===== src/hw/sphmc_consts.vh =====
// constants for the static power hold mode controller
`ifndef SPHMC_CONSTS_VH
`define SPHMC_CONSTS_VH
`define SPHMC_CLK_MHZ        200
`define SPHMC_ENTRY_DELAY_NS 1000
`define SPHMC_ENTRY_CYCLES   ((`SPHMC_ENTRY_DELAY_NS * `SPHMC_CLK_MHZ) / 1000)
`define SPHMC_GLITCH_CYCLES  16
`define SPHMC_SETTLE_CYCLES  32
`define SPHMC_PLL_ACQ_CYCLES 4000
`define SPHMC_ST_RUN         3'h0
`define SPHMC_ST_ENTRY       3'h1
`define SPHMC_ST_HOLD        3'h2
`define SPHMC_ST_SETTLE      3'h3
`define SPHMC_ST_LOCKWAIT    3'h4
`endif


===== src/hw/sphmc_ctrl.v =====
// static power hold mode controller: entry, hold and exit sequencing
// ------------------------------------------------------------
// Summary of operation
// ------------------------------------------------------------
// Summary of operation
// - enter hold one microsecond after request low
// - leave hold when request returns high
// - pin-only variant: pin level alone decides
// - managed variant: pin and user qualifier both
// - request is glitch filtered before use
// - registers and memories keep state in hold
// - plls are off throughout hold
// - outputs tristate unless weak pull configured
// - core-facing inputs read high during hold
// - jtag operations blocked while in hold
// - forced-high inputs released on exit
// - banks and globals released staggered on exit
// - output hold follows buffer drive on exit
// - unused feature makes pin ordinary io
`timescale 1ns/1ps
`default_nettype none
`include "sphmc_consts.vh"
module sphmc_ctrl #(
    parameter integer NUM_IO     = 8,                      // user io pins
    parameter integer NUM_BANKS  = 4,                      // io banks
    parameter integer NUM_GLOB   = 2,                      // global clocks
    parameter integer ENTRY_CYC  = `SPHMC_ENTRY_CYCLES,    // entry delay cycles
    parameter integer FILT_CYC   = `SPHMC_GLITCH_CYCLES,   // glitch filter length
    parameter integer SETTLE_CYC = `SPHMC_SETTLE_CYCLES,   // settle after exit
    parameter integer LOCK_CYC   = `SPHMC_PLL_ACQ_CYCLES   // max pll acquisition
) (
    input  wire                 i_sys_clk,         // system clock
    input  wire                 i_reset,           // async reset, high
    input  wire                 i_clk_en,          // freezes all state when low
    input  wire                 i_feature_en,      // hold feature in use
    input  wire                 i_managed_mode,    // 1: needs user qualifier
    input  wire                 i_sleep_request_n, // request pin level, low asks hold
    input  wire                 i_user_qualify,    // user logic allows transition
    input  wire                 i_pll_lock,        // pll lock indication
    input  wire                 i_gpio_out,        // core data for request pin as io
    input  wire                 i_gpio_oe,         // core enable for request pin as io
    input  wire [NUM_IO-1:0]    i_pad_in,          // pad input levels
    input  wire [NUM_IO-1:0]    i_core_out,        // core output data
    input  wire [NUM_IO-1:0]    i_core_oe,         // core output enables
    input  wire [NUM_IO-1:0]    i_weak_pull_en,    // weak pull configured
    input  wire                 i_jtag_req,        // tester operation request
    output reg                  o_in_hold,         // hold mode active
    output reg                  o_pll_enable,      // pll power enable
    output reg  [NUM_IO-1:0]    o_core_in,         // inputs presented to core
    output reg  [NUM_IO-1:0]    o_pad_out,         // pad output data
    output reg  [NUM_IO-1:0]    o_pad_oe,          // pad output enables
    output reg  [NUM_IO-1:0]    o_pad_pull_keep,   // weak pull kept active
    output reg  [NUM_BANKS-1:0] o_bank_active,     // io bank enables
    output reg  [NUM_GLOB-1:0]  o_glob_active,     // global clock enables
    output reg                  o_retain,          // state retention active
    output wire                 o_jtag_grant,      // tester operation allowed
    output reg                  o_user_clk_en,     // core clock enable gate
    output reg                  o_capture_en,      // core data capture gate
    output reg                  o_gpio_in,         // request pin as io input
    output reg                  o_gpio_out,        // request pin output data
    output reg                  o_gpio_oe          // request pin output enable
);

    // ------------------------------------------------------------
    // input synchronisers
    // ------------------------------------------------------------
    wire              req_sync;
    wire [NUM_IO-1:0] pad_sync;
    wire              lock_sync;
    wire              qual_sync;
    wire              jtag_sync;

    // request pin idles high, so reset must not look like a request
    sphmc_sync #(
        .WIDTH   (1),
        .RST_BIT (1'b1)
    ) i_sphmc_sync_req (
        .i_sys_clk (i_sys_clk),
        .i_reset   (i_reset),
        .i_clk_en  (i_clk_en),
        .i_async   (i_sleep_request_n),
        .o_sync    (req_sync)
    );

    // pads reset high to match the forced-high view the core gets in hold
    sphmc_sync #(
        .WIDTH   (NUM_IO),
        .RST_BIT (1'b1)
    ) i_sphmc_sync_pad (
        .i_sys_clk (i_sys_clk),
        .i_reset   (i_reset),
        .i_clk_en  (i_clk_en),
        .i_async   (i_pad_in),
        .o_sync    (pad_sync)
    );

    sphmc_sync #(
        .WIDTH   (1),
        .RST_BIT (1'b0)
    ) i_sphmc_sync_lock (
        .i_sys_clk (i_sys_clk),
        .i_reset   (i_reset),
        .i_clk_en  (i_clk_en),
        .i_async   (i_pll_lock),
        .o_sync    (lock_sync)
    );

    sphmc_sync #(
        .WIDTH   (1),
        .RST_BIT (1'b0)
    ) i_sphmc_sync_qual (
        .i_sys_clk (i_sys_clk),
        .i_reset   (i_reset),
        .i_clk_en  (i_clk_en),
        .i_async   (i_user_qualify),
        .o_sync    (qual_sync)
    );

    // tester request comes from its own clock; grant lags it by two cycles
    sphmc_sync #(
        .WIDTH   (1),
        .RST_BIT (1'b0)
    ) i_sphmc_sync_jtag (
        .i_sys_clk (i_sys_clk),
        .i_reset   (i_reset),
        .i_clk_en  (i_clk_en),
        .i_async   (i_jtag_req),
        .o_sync    (jtag_sync)
    );

    // ------------------------------------------------------------
    // glitch filter
    // ------------------------------------------------------------
    // level must stand FILT_CYC cycles before it is believed
    reg        req_filt_reg;
    reg [15:0] filt_cnt_reg;

    always @(posedge i_sys_clk or posedge i_reset) begin
        if (i_reset) begin
            req_filt_reg <= 1'b1;
            filt_cnt_reg <= 16'h0000;
        end else if (i_clk_en) begin
            if (req_sync == req_filt_reg) begin
                filt_cnt_reg <= 16'h0000;
            end else if (filt_cnt_reg == FILT_CYC[15:0] - 16'h0001) begin
                req_filt_reg <= req_sync;
                filt_cnt_reg <= 16'h0000;
            end else begin
                filt_cnt_reg <= filt_cnt_reg + 16'h0001;
            end
        end
    end

    // pin-only: pin alone; managed: pin and qualifier together
    wire want_hold = i_feature_en & ~req_filt_reg &
                     (~i_managed_mode | qual_sync);
    wire want_exit = req_filt_reg &
                     (~i_managed_mode | qual_sync);

    // ------------------------------------------------------------
    // sequencer
    // ------------------------------------------------------------
    localparam [2:0] ST_RUN      = `SPHMC_ST_RUN;
    localparam [2:0] ST_ENTRY    = `SPHMC_ST_ENTRY;
    localparam [2:0] ST_HOLD     = `SPHMC_ST_HOLD;
    localparam [2:0] ST_SETTLE   = `SPHMC_ST_SETTLE;
    localparam [2:0] ST_LOCKWAIT = `SPHMC_ST_LOCKWAIT;
    localparam integer STAGES    = NUM_BANKS + NUM_GLOB;

    reg [2:0]  state_reg;
    reg [2:0]  state_next;
    reg [15:0] cnt_reg;
    reg [15:0] cnt_next;

    always @* begin
        state_next = state_reg;
        cnt_next   = cnt_reg + 16'h0001;
        case (state_reg)
            ST_RUN: begin
                cnt_next = 16'h0000;
                if (want_hold) begin
                    state_next = ST_ENTRY;
                end
            end
            ST_ENTRY: begin
                if (~want_hold) begin
                    state_next = ST_RUN;
                    cnt_next   = 16'h0000;
                end else if (cnt_reg == ENTRY_CYC[15:0] - 16'h0001) begin
                    state_next = ST_HOLD;
                    cnt_next   = 16'h0000;
                end
            end
            ST_HOLD: begin
                cnt_next = 16'h0000;
                if (want_exit | ~i_feature_en) begin
                    state_next = ST_SETTLE;
                end
            end
            ST_SETTLE: begin
                // one bank or global released per step, never all at once
                if (cnt_reg == STAGES[15:0]) begin
                    cnt_next   = 16'h0000;
                    state_next = i_managed_mode ? ST_LOCKWAIT : ST_RUN;
                end
            end
            ST_LOCKWAIT: begin
                // lock plus settle, bounded by the worst acquisition time
                if ((lock_sync && cnt_reg >= SETTLE_CYC[15:0]) ||
                    cnt_reg == LOCK_CYC[15:0]) begin
                    state_next = ST_RUN;
                    cnt_next   = 16'h0000;
                end
            end
            default: begin
                state_next = ST_RUN;
                cnt_next   = 16'h0000;
            end
        endcase
    end

    always @(posedge i_sys_clk or posedge i_reset) begin
        if (i_reset) begin
            state_reg <= ST_RUN;
            cnt_reg   <= 16'h0000;
        end else if (i_clk_en) begin
            state_reg <= state_next;
            cnt_reg   <= cnt_next;
        end
    end

    // ------------------------------------------------------------
    // outputs
    // ------------------------------------------------------------
    wire hold_now = (state_reg == ST_HOLD);
    wire settling = (state_reg == ST_SETTLE);
    wire in_ff    = hold_now | settling;
    integer k;

    assign o_jtag_grant = jtag_sync & ~in_ff;

    always @(posedge i_sys_clk or posedge i_reset) begin
        if (i_reset) begin
            o_in_hold       <= 1'b0;
            o_pll_enable    <= 1'b1;
            o_core_in       <= {NUM_IO{1'b1}};
            o_pad_out       <= {NUM_IO{1'b0}};
            o_pad_oe        <= {NUM_IO{1'b0}};
            o_pad_pull_keep <= {NUM_IO{1'b0}};
            o_bank_active   <= {NUM_BANKS{1'b1}};
            o_glob_active   <= {NUM_GLOB{1'b1}};
            o_retain        <= 1'b0;
            o_user_clk_en   <= 1'b1;
            o_capture_en    <= 1'b1;
            o_gpio_in       <= 1'b1;
            o_gpio_out      <= 1'b0;
            o_gpio_oe       <= 1'b0;
        end else if (i_clk_en) begin
            o_in_hold    <= hold_now;
            o_retain     <= hold_now;
            o_pll_enable <= ~in_ff;
            // forced high in hold; real level returns on exit, so a low pin falls
            o_core_in <= hold_now ? {NUM_IO{1'b1}} : pad_sync;
            // output hold tracks core drive: pad resumes from the driven value
            o_pad_out <= i_core_out;
            o_pad_oe  <= hold_now ? {NUM_IO{1'b0}} : i_core_oe;
            o_pad_pull_keep <= hold_now ? i_weak_pull_en : {NUM_IO{1'b0}};
            for (k = 0; k < NUM_BANKS; k = k + 1) begin
                o_bank_active[k] <= ~(hold_now | (settling && cnt_reg <= k));
            end
            for (k = 0; k < NUM_GLOB; k = k + 1) begin
                o_glob_active[k] <= ~(hold_now |
                    (settling && cnt_reg <= NUM_BANKS + k));
            end
            // data capture stays off until the exit has fully settled
            o_user_clk_en <= (state_next == ST_RUN) & (state_reg != ST_HOLD);
            o_capture_en  <= (state_next == ST_RUN) & (state_reg != ST_HOLD);
            // pin doubles as plain io when the feature is off
            o_gpio_in  <= i_feature_en ? 1'b1 : req_sync;
            o_gpio_out <= i_gpio_out;
            o_gpio_oe  <= ~i_feature_en & i_gpio_oe;
        end
    end

endmodule

// ------------------------------------------------------------
// two-stage synchroniser
// ------------------------------------------------------------
// only the second stage leaves this module, so a metastable first stage
// never fans out into the controller
module sphmc_sync #(
    parameter integer WIDTH   = 1,    // bits synchronised
    parameter [0:0]   RST_BIT = 1'b0  // level both stages take in reset
) (
    input  wire             i_sys_clk, // system clock
    input  wire             i_reset,   // async reset, high
    input  wire             i_clk_en,  // freezes both stages when low
    input  wire [WIDTH-1:0] i_async,   // level from outside the clock domain
    output wire [WIDTH-1:0] o_sync     // level safe to use
);

    reg [WIDTH-1:0] s1_reg;
    reg [WIDTH-1:0] s2_reg;

    always @(posedge i_sys_clk or posedge i_reset) begin
        if (i_reset) begin
            s1_reg <= {WIDTH{RST_BIT}};
            s2_reg <= {WIDTH{RST_BIT}};
        end else if (i_clk_en) begin
            s1_reg <= i_async;
            s2_reg <= s1_reg;
        end
    end

    assign o_sync = s2_reg;

endmodule
`default_nettype wire


===== config.mk =====
export PLATFORM = sky130hd
export DESIGN_NAME = sphmc_ctrl
export DESIGN_NICKNAME = d
export VERILOG_FILES = /design/src/hw/sphmc_ctrl.v
export VERILOG_INCLUDE_DIRS = /design/src /design/src/hw
export SDC_FILE = /design/constraint.sdc
export NUM_CORES = 1
export LEC_CHECK = 0
export BUFFER_PORTS_ARGS = -buffer_cell sky130_fd_sc_hd__buf_2
export CAP_MARGIN = 25
export CORE_AREA = 10 10 140 142
export CTS_CLUSTER_SIZE = 8
export DETAILED_ROUTE_END_ITERATION = 7
export DIE_AREA = 0 0 150 152
export PLACE_DENSITY_LB_ADDON = 0.2
export REMOVE_ABC_BUFFERS = 1
export SLEW_MARGIN = 20
export SYNTH_ARGS = -nofsm -noshare
export SYNTH_HDL_FRONTEND = slang
export SYNTH_HIERARCHICAL = 1
export SYNTH_SLANG_ARGS = --single-unit

===== constraint.sdc =====
create_clock -name i_sys_clk -period 7.44 [get_ports i_sys_clk]
set_clock_uncertainty 0.2 [all_clocks]
set_input_delay 0.744 -clock i_sys_clk [delete_from_list [all_inputs] [get_ports i_sys_clk]]
set_output_delay 0.744 -clock i_sys_clk [all_outputs]
set_load 0.005 [all_outputs]

==> run summary, run 1 <==
vias in the first global route - 3852
setup_tns - 0 ps
largest net degree at the start of global routing - 75
R2R Setup Slk - 4540 ps
Slew @ Worst Pin - 948 ps
Util after Layout - 34.9%
die area - 22800 sq um
Crit Path Category - flop to flop
RSZ-0062 raised after global routing - false
Slew HR - 36.8%
DRT iter0 DRCs - 210
Synth Flop Type - dfrtp_1
final setup fails - 0
gpl congestion - 0.786
Power Internal - 1.03 mW
Setup crit start kind - flop
CORE AREA - 16900 sq um
grt total ovfl - 0
crit path from - cnt_reg[0]$_DFFE_PP0P_
post-CTS setup buffer count - 0
Req. time, crit path - 7420 ps
Synth cell types - 63
Total Wirelength - 12.2 mm
yosys warns - 6
TritonCTS clock tree - done
biggest cell delay along the critical path - 530 ps
FF-to-FF Start - cnt_reg[0]$_DFFE_PP0P_
EDFF count, synth - 0
Clk pin slew, worst setup/hold paths - 70 ps
Post-Synthesis Cell Area - 4980 sq um
Port Buffers - 89
sequential area share after synthesis - 53.1%
share of layout cells above drive strength 1 - 40.4%
post-detail-place hpwl - 8.55 mm
maximum fanout along the worst path - 12
number of vias per cell - 4.92
Tmin final - 2900 ps
Die H - 152 microns
combinational fraction of design power - 16.5%
Total Routing Usage GR - 11.1%
CTS H-tree depth - 3
Max Freq - 345 MHz
Ant. Diodes - 0
# nets final - 554
max-capacitance violation count - 0
CTS hold repair buffers - 0
Worst EP arrival - 2880 ps
ys async rst share - 100%
CP max-delay cell - or4bb_1
Row Count - 48
wire per inst - 16.6 microns
clk_lat worst skew - 350 ps
Resized Gates After CTS - 0
Power Dens Cells - 241 nW/um^2
Final Hold Viols - 0
Mapped Cells - 426
starting utilization of the core area - 29.4%
clock network power share - 34.1%
drt drc - 0
multi-input gate area in the final layout - 2120 sq um
Initial DRT Pass Iterations - 4
Seq pwr share - 49.3%
CTS buffer count - 9
# IOs - 90
Sw Pwr - 395 uW
Syn Area/Cell - 11.7 sq um
Min-Delay Path Class - input port to asynchronous set/reset pin
DR vias - 3619
initial antenna violation count - 0
outcome - finished clean
Worst Setup End Kind - flop
crit-path cells - inv_1 > ha_1 > or4bb_1 > nor4_4 > o22ai_2 > nor2_4 > o221ai_1
post-route antenna net violation count - 0
flop and latch count out of synthesis - 104
register area - 2650 sq um
crit share post-route - 39.0%
Die W - 150 microns
Max IR drop VDD - 0.115 mV
Area growth, synth to finish - 18.5%
clk buf depth - 2
Pleak - 2.59 nW
Slew Limit Fails - 0
first-pass GRT wire length - 20.7 mm
Switching Fraction - 27.7%
FILL cells - 1702
clock sink count - 104
clk root buf - clkbuf_16
routing by layer:
| layer | vias to the layer above | GRT usage [%] | share of wire, % |
|---|---|---|---|
| met3 | 14 | 3.77 | 6.5 |
| li1 | 1728 | - | - |
| met5 | - | 0 | 0 |
| met2 | 98 | 16.8 | 46 |
| met4 | 0 | 3.61 | 1.3 |
| met1 | 1779 | 14.3 | 46 |
path summary, 6_finish.rpt:
kind                                                             end  depth (start not counted)
worst max register to register                cnt_reg[6]$_DFFE_PP0P_                          7
max in group asynchronous                     cnt_reg[6]$_DFFE_PP0P_                          3
min in group i_sys_clk                  o_glob_active[1]$_DFFE_PP1P_                          1
worst min register to register          o_glob_active[1]$_DFFE_PP1P_                          1
worst min-delay path            i_sphmc_sync_jtag/s1_reg$_DFFE_PP0P_                          2
worst max-delay path                          cnt_reg[6]$_DFFE_PP0P_                          7
per-stage QoR:
stage          hold slack (ps)  setup slack, ps  instance area, sq um  total power, mW  std cells
3_5_place_dp               269             4570                  5600            0.954        719
2_1_floorplan              258             4470                  4840            0.838        402
6_report                   100             4540                  5910             1.43        735
5_1_grt                    103             4370                  5910             1.51        735
3_3_place_gp               270             4640                  5590            0.948        719
4_1_cts                   95.9             4520                  5900             1.45        735
critical path: cells and delay by family, from the launching register on:
family / cells / cell delay (ps)
compound gates: 2 / 500
simple gates: 3 / 1260
flops: 1 / 440
fa+ha+maj: 1 / 160
buf+inv: 1 / 170
logic make-up after synthesis:
kind of cell | synth area share [%]
AND/OR/NAND/NOR | 13.6
AO/OA/AOI/OAI | 16.2
flip-flops | 53.1
buffers and inverters | 4.44
multiplexers | 9.86
XOR/XNOR | 1.23
adder cells (fa/ha/maj) | 1.51
final cells by class:
class / instances / share of cell area [%]
Sequential cell: 104 / 44.8
Inverter: 20 / 1.29
Multi-Input combinational cell: 278 / 36.0
Timing Repair Buffer: 92 / 7.96
Clock buffer: 12 / 4.72
Clock inverter: 4 / 0.508
Tap cell: 225 / 4.76
placed cells by master, fill, tap and decap left out, types with 11 or more instances in the layout:
cell type  count
a21oi_1       14
a22o_1        18
buf_2         88
clkbuf_16     11
dfrtp_1       68
dfstp_2       36
inv_1         19
mux2_2        25
nand2_1       25
nor2_1        23
o21ai_0       18
Yosys cell counts (4+ instances only):
library cell,instances,area share [%]
a21oi_2,6,1.1
nor2b_1,5,0.63
nand2_1,25,1.9
inv_1,20,1.5
nor3_1,8,0.80
nor2_1,23,1.7
nor4b_1,4,0.70
o2bb2ai_1,10,1.8
o211ai_1,4,0.60
mux2_4,10,3.0
a22o_1,18,3.2
dfrtp_1,68,34
and3_1,7,0.88
xor2_1,6,1.1
clkbuf_1,15,1.1
mux2_2,25,5.6
o22a_1,8,1.4
nand3_1,10,1.0
dfstp_2,36,19
nand4_1,6,0.75
mux2i_1,6,1.2
nor4_1,5,0.63
o21ai_0,19,1.9
ha_1,6,1.5
a21oi_1,14,1.4
power by group through the flow:
stage | clock network [mW] | registers [mW] | logic, mW
floorplan | 0 | 0.703 | 0.134
global placement | 0 | 0.711 | 0.237
detailed placement | 0 | 0.713 | 0.241
CTS | 0.506 | 0.703 | 0.242
global route | 0.529 | 0.715 | 0.266
finish | 0.487 | 0.703 | 0.236
Power figures use the tool's default switching activity.
==> run 2, diff against run 1 <==
ABC_AREA = 1   (was not set)
CORE_AREA = 10 10 143 145   (was 10 10 140 142)
DIE_AREA = 0 0 153 155   (was 0 0 150 152)
clock period = 2.5 ns   (was 7.44 ns; I/O delays follow)
==> run 2 against run 1 <==
  * Register-to-register slack worse by 4200 ps
  * Sequential share of layout area down 3.8 points
  * Count of clock-buffer cells in the layout up 2
  * Clock power rose to 2.7 times the previous value
  * Synthesized cell count up 40%
  * First-iteration DRC count up 38%
  * Wire length up 9.2%
  * Global-route usage up 0.19 points
  * Power rose to 2.8 times the previous value
  * Combinational power rose to 2.8 times the previous value
  * Critical path depth up 4
  * Largest cell class unchanged
  * Highest routed layer unchanged
==> run summary, run 2 <==
grt total ovfl - 0 (unchanged)
Max IR drop VDD - 0.305 mV (+160%)
fin area - 6460 sq um (+9.4%)
# IOs - 90 (unchanged)
commonest non-fill, non-tap cell in the layout - nand2_1
setup_tns - 0 ps (unchanged)
# nets final - 766 (+38%)
yosys warns - 6 (unchanged)
initial antenna violation count - 0 (unchanged)
Max Freq - 473 MHz (+37%)
final setup fails - 0 (unchanged)
EDFF count, synth - 0 (unchanged)
post-synth top area share - 33.0% (-1.2 points)
number of vias per cell - 4.59 (-6.7%)
Port Buffers - 89 (unchanged)
Row Count - 49 (+2.1%)
Adder-Cell Fraction of Synth Area - 1.45% (-0.051 points)
Ant. Diodes - 0 (unchanged)
post-CTS setup buffer count - 0 (unchanged)
TritonCTS clock tree - done
clock sink count - 104 (unchanged)
RR Endpoint - cnt_reg[12]$_DFFE_PP0P_
largest family of logic cells by synthesized area - simple AND/OR/NAND/NOR gates
Worst EP arrival - 2130 ps (-750 ps)
die area - 23700 sq um (+4.0%)
FILL cells - 1871 (+9.9%)
clk_lat worst skew - 350 ps (about the same)
Worst Setup End Kind - flop
Initial DRT Pass Iterations - 5 (+1)
Pleak - 3.08 nW (+19%)
Final Hold Viols - 0 (unchanged)
post-synthesis compound-gate area fraction - 9.21% (-7.0 points)
flop and latch count out of synthesis - 104 (unchanged)
max-capacitance violation count - 0 (unchanged)
Resized Gates After CTS - 0 (unchanged)
biggest cell delay along the critical path - 420 ps (-110 ps)
FF-to-FF Start - cnt_reg[0]$_DFFE_PP0P_
R2R Setup Slk - 390 ps (-4150 ps)
Total Routing Usage GR - 11.2% (+0.19 points)
Slew Limit Fails - 0 (unchanged)
cell mode on critical path - nand2_2
Final WS setup - 387 ps (-4150 ps)
wl on met1 - 6.24 mm (+10%)
starting utilization of the core area - 29.2% (-0.21 points)
CP max-delay cell - dfrtp_1
Crit Path Category - flop to flop
first-pass GRT wire length - 22.3 mm (+7.9%)
crit share post-route - 84.5% (+46 points)
Clk pin slew, worst setup/hold paths - 70 ps (about the same)
Synth Flop Type - dfrtp_1
worst setup path end - cnt_reg[12]$_DFFE_PP0P_
cell with the most instances after synthesis - nand2_1
gpl congestion - 0.824 (+4.8%)
CTS buffer count - 9 (unchanged)
Die W - 153 microns (+2.0%)
Tmin final - 2110 ps (-786 ps)
Req. time, crit path - 2520 ps (-4900 ps)
DRT iter0 DRCs - 290 (+38%)
outcome - finished clean
Min-Delay Path Class - input port to asynchronous set/reset pin
share of layout cells above drive strength 1 - 28.4% (-12 points)
Non-Filler Instances - 951 (+29%)
post-route antenna net violation count - 0 (unchanged)
worst reg2reg path depth - 11 (+4)
WL met2 - 6.48 mm (+16%)
Area growth, synth to finish - 25.2%
Setup crit start kind - flop
Total Wirelength - 13.3 mm (+9.2%)
dpl ws - 350 ps (-4220 ps)
max layer used - met4
Post-DP Area - 5790 sq um (+3.5%)
clk buf depth - 2 (unchanged)
Util after Layout - 36.6% (+1.7 points)
maximum fanout along the worst path - 11 (-1)
Syn Area/Cell - 8.67 sq um (-26%)
crit-path cells - inv_1 > ha_1 > nand3_1 > nor2_1 > nand2_1 > nand3_2 > nand2_2 > inv_2 > nand2_4 > nand2_2 > o21ai_0
wire per inst - 14.0 microns (-16%)
most frequent cells after synthesis - nand2_1, dfrtp_1, inv_1, dfstp_2, nand3_1
cell taking the most area after synthesis - dfrtp_1
DR vias - 4367 (+21%)
met3 wire len - 409 microns (-49%)
ys async rst share - 100% (unchanged)
CTS H-tree depth - 3 (unchanged)
vias in the first global route - 4394 (+14%)
Synth cell types - 41 (-35%)
Simple-Gate Fraction of Synth Area - 28.1% (+14 points)
post-detail-place hpwl - 9.52 mm (+11%)
ranking of synthesized cells by area - dfrtp_1, dfstp_2, nand2_1
most frequent cells in the layout - nand2_1, buf_2, dfrtp_1, inv_1, dlygate4sd3_1
largest net degree at the start of global routing - 56 (-25%)
Mapped Cells - 595 (+40%)
drt drc - 0 (unchanged)
sequential area share after synthesis - 51.3% (-1.8 points)
Power Dens Cells - 619 nW/um^2 (+160%)
xor and xnor area share after synthesis - 2.55% (+1.3 points)
Post-Synthesis Cell Area - 5160 sq um (+3.5%)
post-synthesis mux area share - 0% (-9.9 points)
CTS hold repair buffers - 40 (+40)
clk root buf - clkbuf_16
Die H - 155 microns (+2.0%)
Slew HR - 59.0% (+22 points)
RSZ-0062 raised after global routing - false
crit path from - cnt_reg[0]$_DFFE_PP0P_
DP Cell Count - 895 (+24%)
CORE AREA - 17700 sq um (+4.3%)
Slew @ Worst Pin - 615 ps (-334 ps)
## run 2: worst min path at each step
stage	start	to	cells after the start
floorplan	i_reset	i_sphmc_sync_jtag/o_sync$_DFFE_PP0P_	1
global placement	i_reset	i_sphmc_sync_jtag/o_sync$_DFFE_PP0P_	2
detailed placement	i_reset	i_sphmc_sync_jtag/s1_reg$_DFFE_PP0P_	2
CTS	i_reset	i_sphmc_sync_jtag/s1_reg$_DFFE_PP0P_	3
global route	i_reset	i_sphmc_sync_jtag/o_sync$_DFFE_PP0P_	3
finish	i_reset	i_sphmc_sync_jtag/s1_reg$_DFFE_PP0P_	3
## run 2: critical path: cells and delay by family, from the launching register on
kind / cells / cell delay (ps)
compound gates: 1 / 130
flops: 1 / 420
simple gates: 7 / 810
buf+inv: 2 / 240
fa+ha+maj: 1 / 180
## run 2: cell families (layout without fill, tap and decap cells)
logic type,Yosys count,count (layout)
flops,104,104
fa+ha+maj,6,6
xor+xnor,15,15
compound gates,68,68
simple gates,321,321
buf+inv,81,208
## run 2: final cells by class
type                    instances  area, sq um  share of cell area (%)
clock buffers                  14          254                    3.93
clock inverters                 2         15.0                   0.232
inverters                      56          219                    3.39
multi-input cells             410         2130                    33.0
flip-flops and latches        104         2650                    41.0
well taps                     229          287                    4.43
repair buffers                136          911                    14.1
## run 2: report_power, final
part / switching (mW) / total, mW / internal (mW) / leakage [nW]
clock: 0.617 / 1.32 / 0.705 / 0.123
sequential: 0.113 / 2.02 / 1.90 / 1.28
combinational: 0.374 / 0.661 / 0.286 / 1.68
total: 1.10 / 4.00 / 2.89 / 3.08
## run 2: per-stage QoR
step	hold WS (ps)	power (mW)
after floorplan	-209	2.36
after global routing	191	4.23
after global placement	-7.31	2.66
after CTS	155	4.07
after detailed placement	-11.5	2.67
final	166	4.00
## run 2: metal layers
metal | vias to the layer above | GRT usage, %
li1 | 2155 | -
met1 | 2133 | 14.0
met2 | 64 | 18.6
met3 | 15 | 2.54
met4 | 0 | 4.22
met5 | - | 0
==> run 3, diff against run 2 <==
clock period = 2.1 ns   (was 2.5 ns; I/O delays follow)
==> run 3 against run 2 <==
  * Worst setup slack lost 190 ps
  * Global-route usage is essentially flat
  * Die area is the same
  * Clock power grew 17%
  * Register-to-register slack lost 190 ps
  * Sequential power grew 19%
  * Critical endpoint unchanged
  * Largest cell class unchanged
==> run summary, run 3 (same netlist as run 2, synthesis figures left out) <==
Tmin final - 1900 ps (-210 ps)
CP max-delay cell - dfrtp_2
Total Wirelength - 13.1 mm (-1.6%)
Setup crit start kind - flop
WHS - 83.5 ps (-82.3 ps)
vias in the first global route - 4532 (+3.1%)
Die H - 155 microns (unchanged)
CTS buffer count - 9 (unchanged)
clk root buf - clkbuf_16
largest net degree at the start of global routing - 56 (unchanged)
crit path from - cnt_reg[0]$_DFFE_PP0P_
FILL cells - 1801 (-3.7%)
Final Hold Viols - 0 (unchanged)
Row Count - 49 (unchanged)
initial antenna violation count - 1 (+1)
wire per inst - 13.7 microns (-2.5%)
crit share post-route - 90.6% (+6.1 points)
RSZ-0062 raised after global routing - false
setup_tns - 0 ps (unchanged)
worst reg2reg path depth - 10 (-1)
post-detail-place hpwl - 9.51 mm (-0.13%)
most frequent cells in the layout - nand2_1, buf_2, dfrtp_1, inv_1, dlygate4sd3_1
kind of cell adding the most delay to the critical path - simple AND/OR/NAND/NOR gates
Crit Path Category - flop to flop
Port Buffers - 89 (unchanged)
Hold Path End - state_reg[2]$_DFFE_PP0P_
drt drc - 0 (unchanged)
DP Cell Count - 901 (+0.67%)
gpl congestion - 0.850 (+3.2%)
outcome - finished clean
CORE AREA - 17700 sq um (unchanged)
# nets final - 773 (+0.91%)
Slew @ Worst Pin - 620 ps (+5.25 ps)
TritonCTS clock tree - done
dpl ws - 125 ps (-226 ps)
total power - 4.75 mW (+19%)
crit-path cells - inv_2 > ha_1 > nand3_1 > nor2_1 > nand2_1 > nand3_2 > nand2_4 > nand2_2 > buf_12 > o21ai_0
register area - 2650 sq um (about the same)
R2R Setup Slk - 200 ps (-190 ps)
Worst Setup End Kind - flop
Die W - 153 microns (unchanged)
biggest cell delay along the critical path - 440 ps (+20 ps)
Clk pin slew, worst setup/hold paths - 70 ps (about the same)
final setup fails - 0 (unchanged)
Max IR drop VDD - 0.400 mV (+31%)
FF-to-FF Start - cnt_reg[0]$_DFFE_PP0P_
Area growth, synth to finish - 26.6%
Min-Delay Path Class - input port to flop
die area - 23700 sq um (unchanged)
clk buf depth - 2 (unchanged)
RR Endpoint - cnt_reg[12]$_DFFE_PP0P_
# IOs - 90 (unchanged)
CTS H-tree depth - 3 (unchanged)
Power Dens Cells - 726 nW/um^2 (+17%)
Worst EP arrival - 1930 ps (-200 ps)
clk_lat worst skew - 350 ps (about the same)
first-pass GRT wire length - 22.3 mm (unchanged)
DRT iter0 DRCs - 250 (-14%)
grt total ovfl - 0 (unchanged)
max-capacitance violation count - 0 (unchanged)
share of layout cells above drive strength 1 - 30.0% (+1.6 points)
Slew HR - 58.6% (-0.40 points)
DR vias - 4361 (-0.14%)
number of buffers and inverters on the critical path - 2 (unchanged)
number of vias per cell - 4.55 (-0.97%)
Total Routing Usage GR - 11.3% (+0.024 points)
Non-Filler Instances - 959 (+0.84%)
Pleak - 3.13 nW (+1.6%)
commonest non-fill, non-tap cell in the layout - nand2_1
maximum fanout along the worst path - 11 (unchanged)
Worst Min Path Start - i_managed_mode
Req. time, crit path - 2130 ps (-390 ps)
post-route antenna net violation count - 0 (unchanged)
Slew Limit Fails - 0 (unchanged)
clock sink count - 104 (unchanged)
Final WS setup - 197 ps (-190 ps)
Hold Path Cell Cnt - 5
Initial DRT Pass Iterations - 4 (-1)
multi-input gate area in the final layout - 2130 sq um (+0.24%)
starting utilization of the core area - 29.2% (unchanged)
Max Freq - 525 MHz (+11%)
run 3: cell types whose count changed in the layout (fill, tap and decap cells not counted), sizes merged:
cell      change
clkinvlp      -1
clkbuf        -4
clkinv        +5
buf           +7
diode         +1
run 3: cell type report:
class	instances	area share (%)
Clock inverter	6	0.555
Clock buffer	10	3.51
Antenna cell	1	0.0383
Multi-Input combinational cell	410	32.7
Tap cell	229	4.39
Inverter	56	3.35
Sequential cell	104	40.5
Timing Repair Buffer	143	14.9
run 3: how the worst max path moves through the flow:
stage               cells past startpoint  slack, ps                       to
finish                                 10        200  cnt_reg[12]$_DFFE_PP0P_
global route                           13         20  cnt_reg[12]$_DFFE_PP0P_
CTS                                    10        120  cnt_reg[12]$_DFFE_PP0P_
detailed placement                     10        120  cnt_reg[12]$_DFFE_PP0P_
global placement                       12        190  cnt_reg[12]$_DFFE_PP0P_
floorplan                               1       -330   cnt_reg[0]$_DFFE_PP0P_
run 3: metal layers:
| metal | up-vias | share of wire (%) | global-route usage, % |
|---|---|---|---|
| met1 | 2086 | 47 | 14.2 |
| li1 | 2173 | - | - |
| met2 | 86 | 47 | 18.4 |
| met5 | - | 0 | 0 |
| met4 | 0 | 1.7 | 4.27 |
| met3 | 16 | 3.8 | 2.65 |
run 3: metrics by stage:
stage	util (%)	instance area, sq um
2_1_floorplan	-	4990
3_3_place_gp	33.1	5850
3_5_place_dp	33.1	5850
4_1_cts	36.9	6520
5_1_grt	37.0	6530
6_report	37.0	6530
run 3: timing repair:
item | in CTS | in global routing
resized for setup | 0 | 4
buffers inserted | 0 | 1
hold endpoints to repair | 61 | 0
hold buffers | 40 | 0
endpoints found under the setup margin | 0 | 11
run 3: tightest hold or removal path: stages:
cell and delay (ps):
buf_2 110, nand4_1 80, nand2_1 70, nand2_1 60
o21ai_0 60
run 3: power by group:
part           leakage, nW  internal [mW]  switching [mW]
combinational         1.72          0.361           0.445
sequential            1.28           2.27           0.136
clock                0.132          0.798           0.739
total                 3.13           3.43            1.32
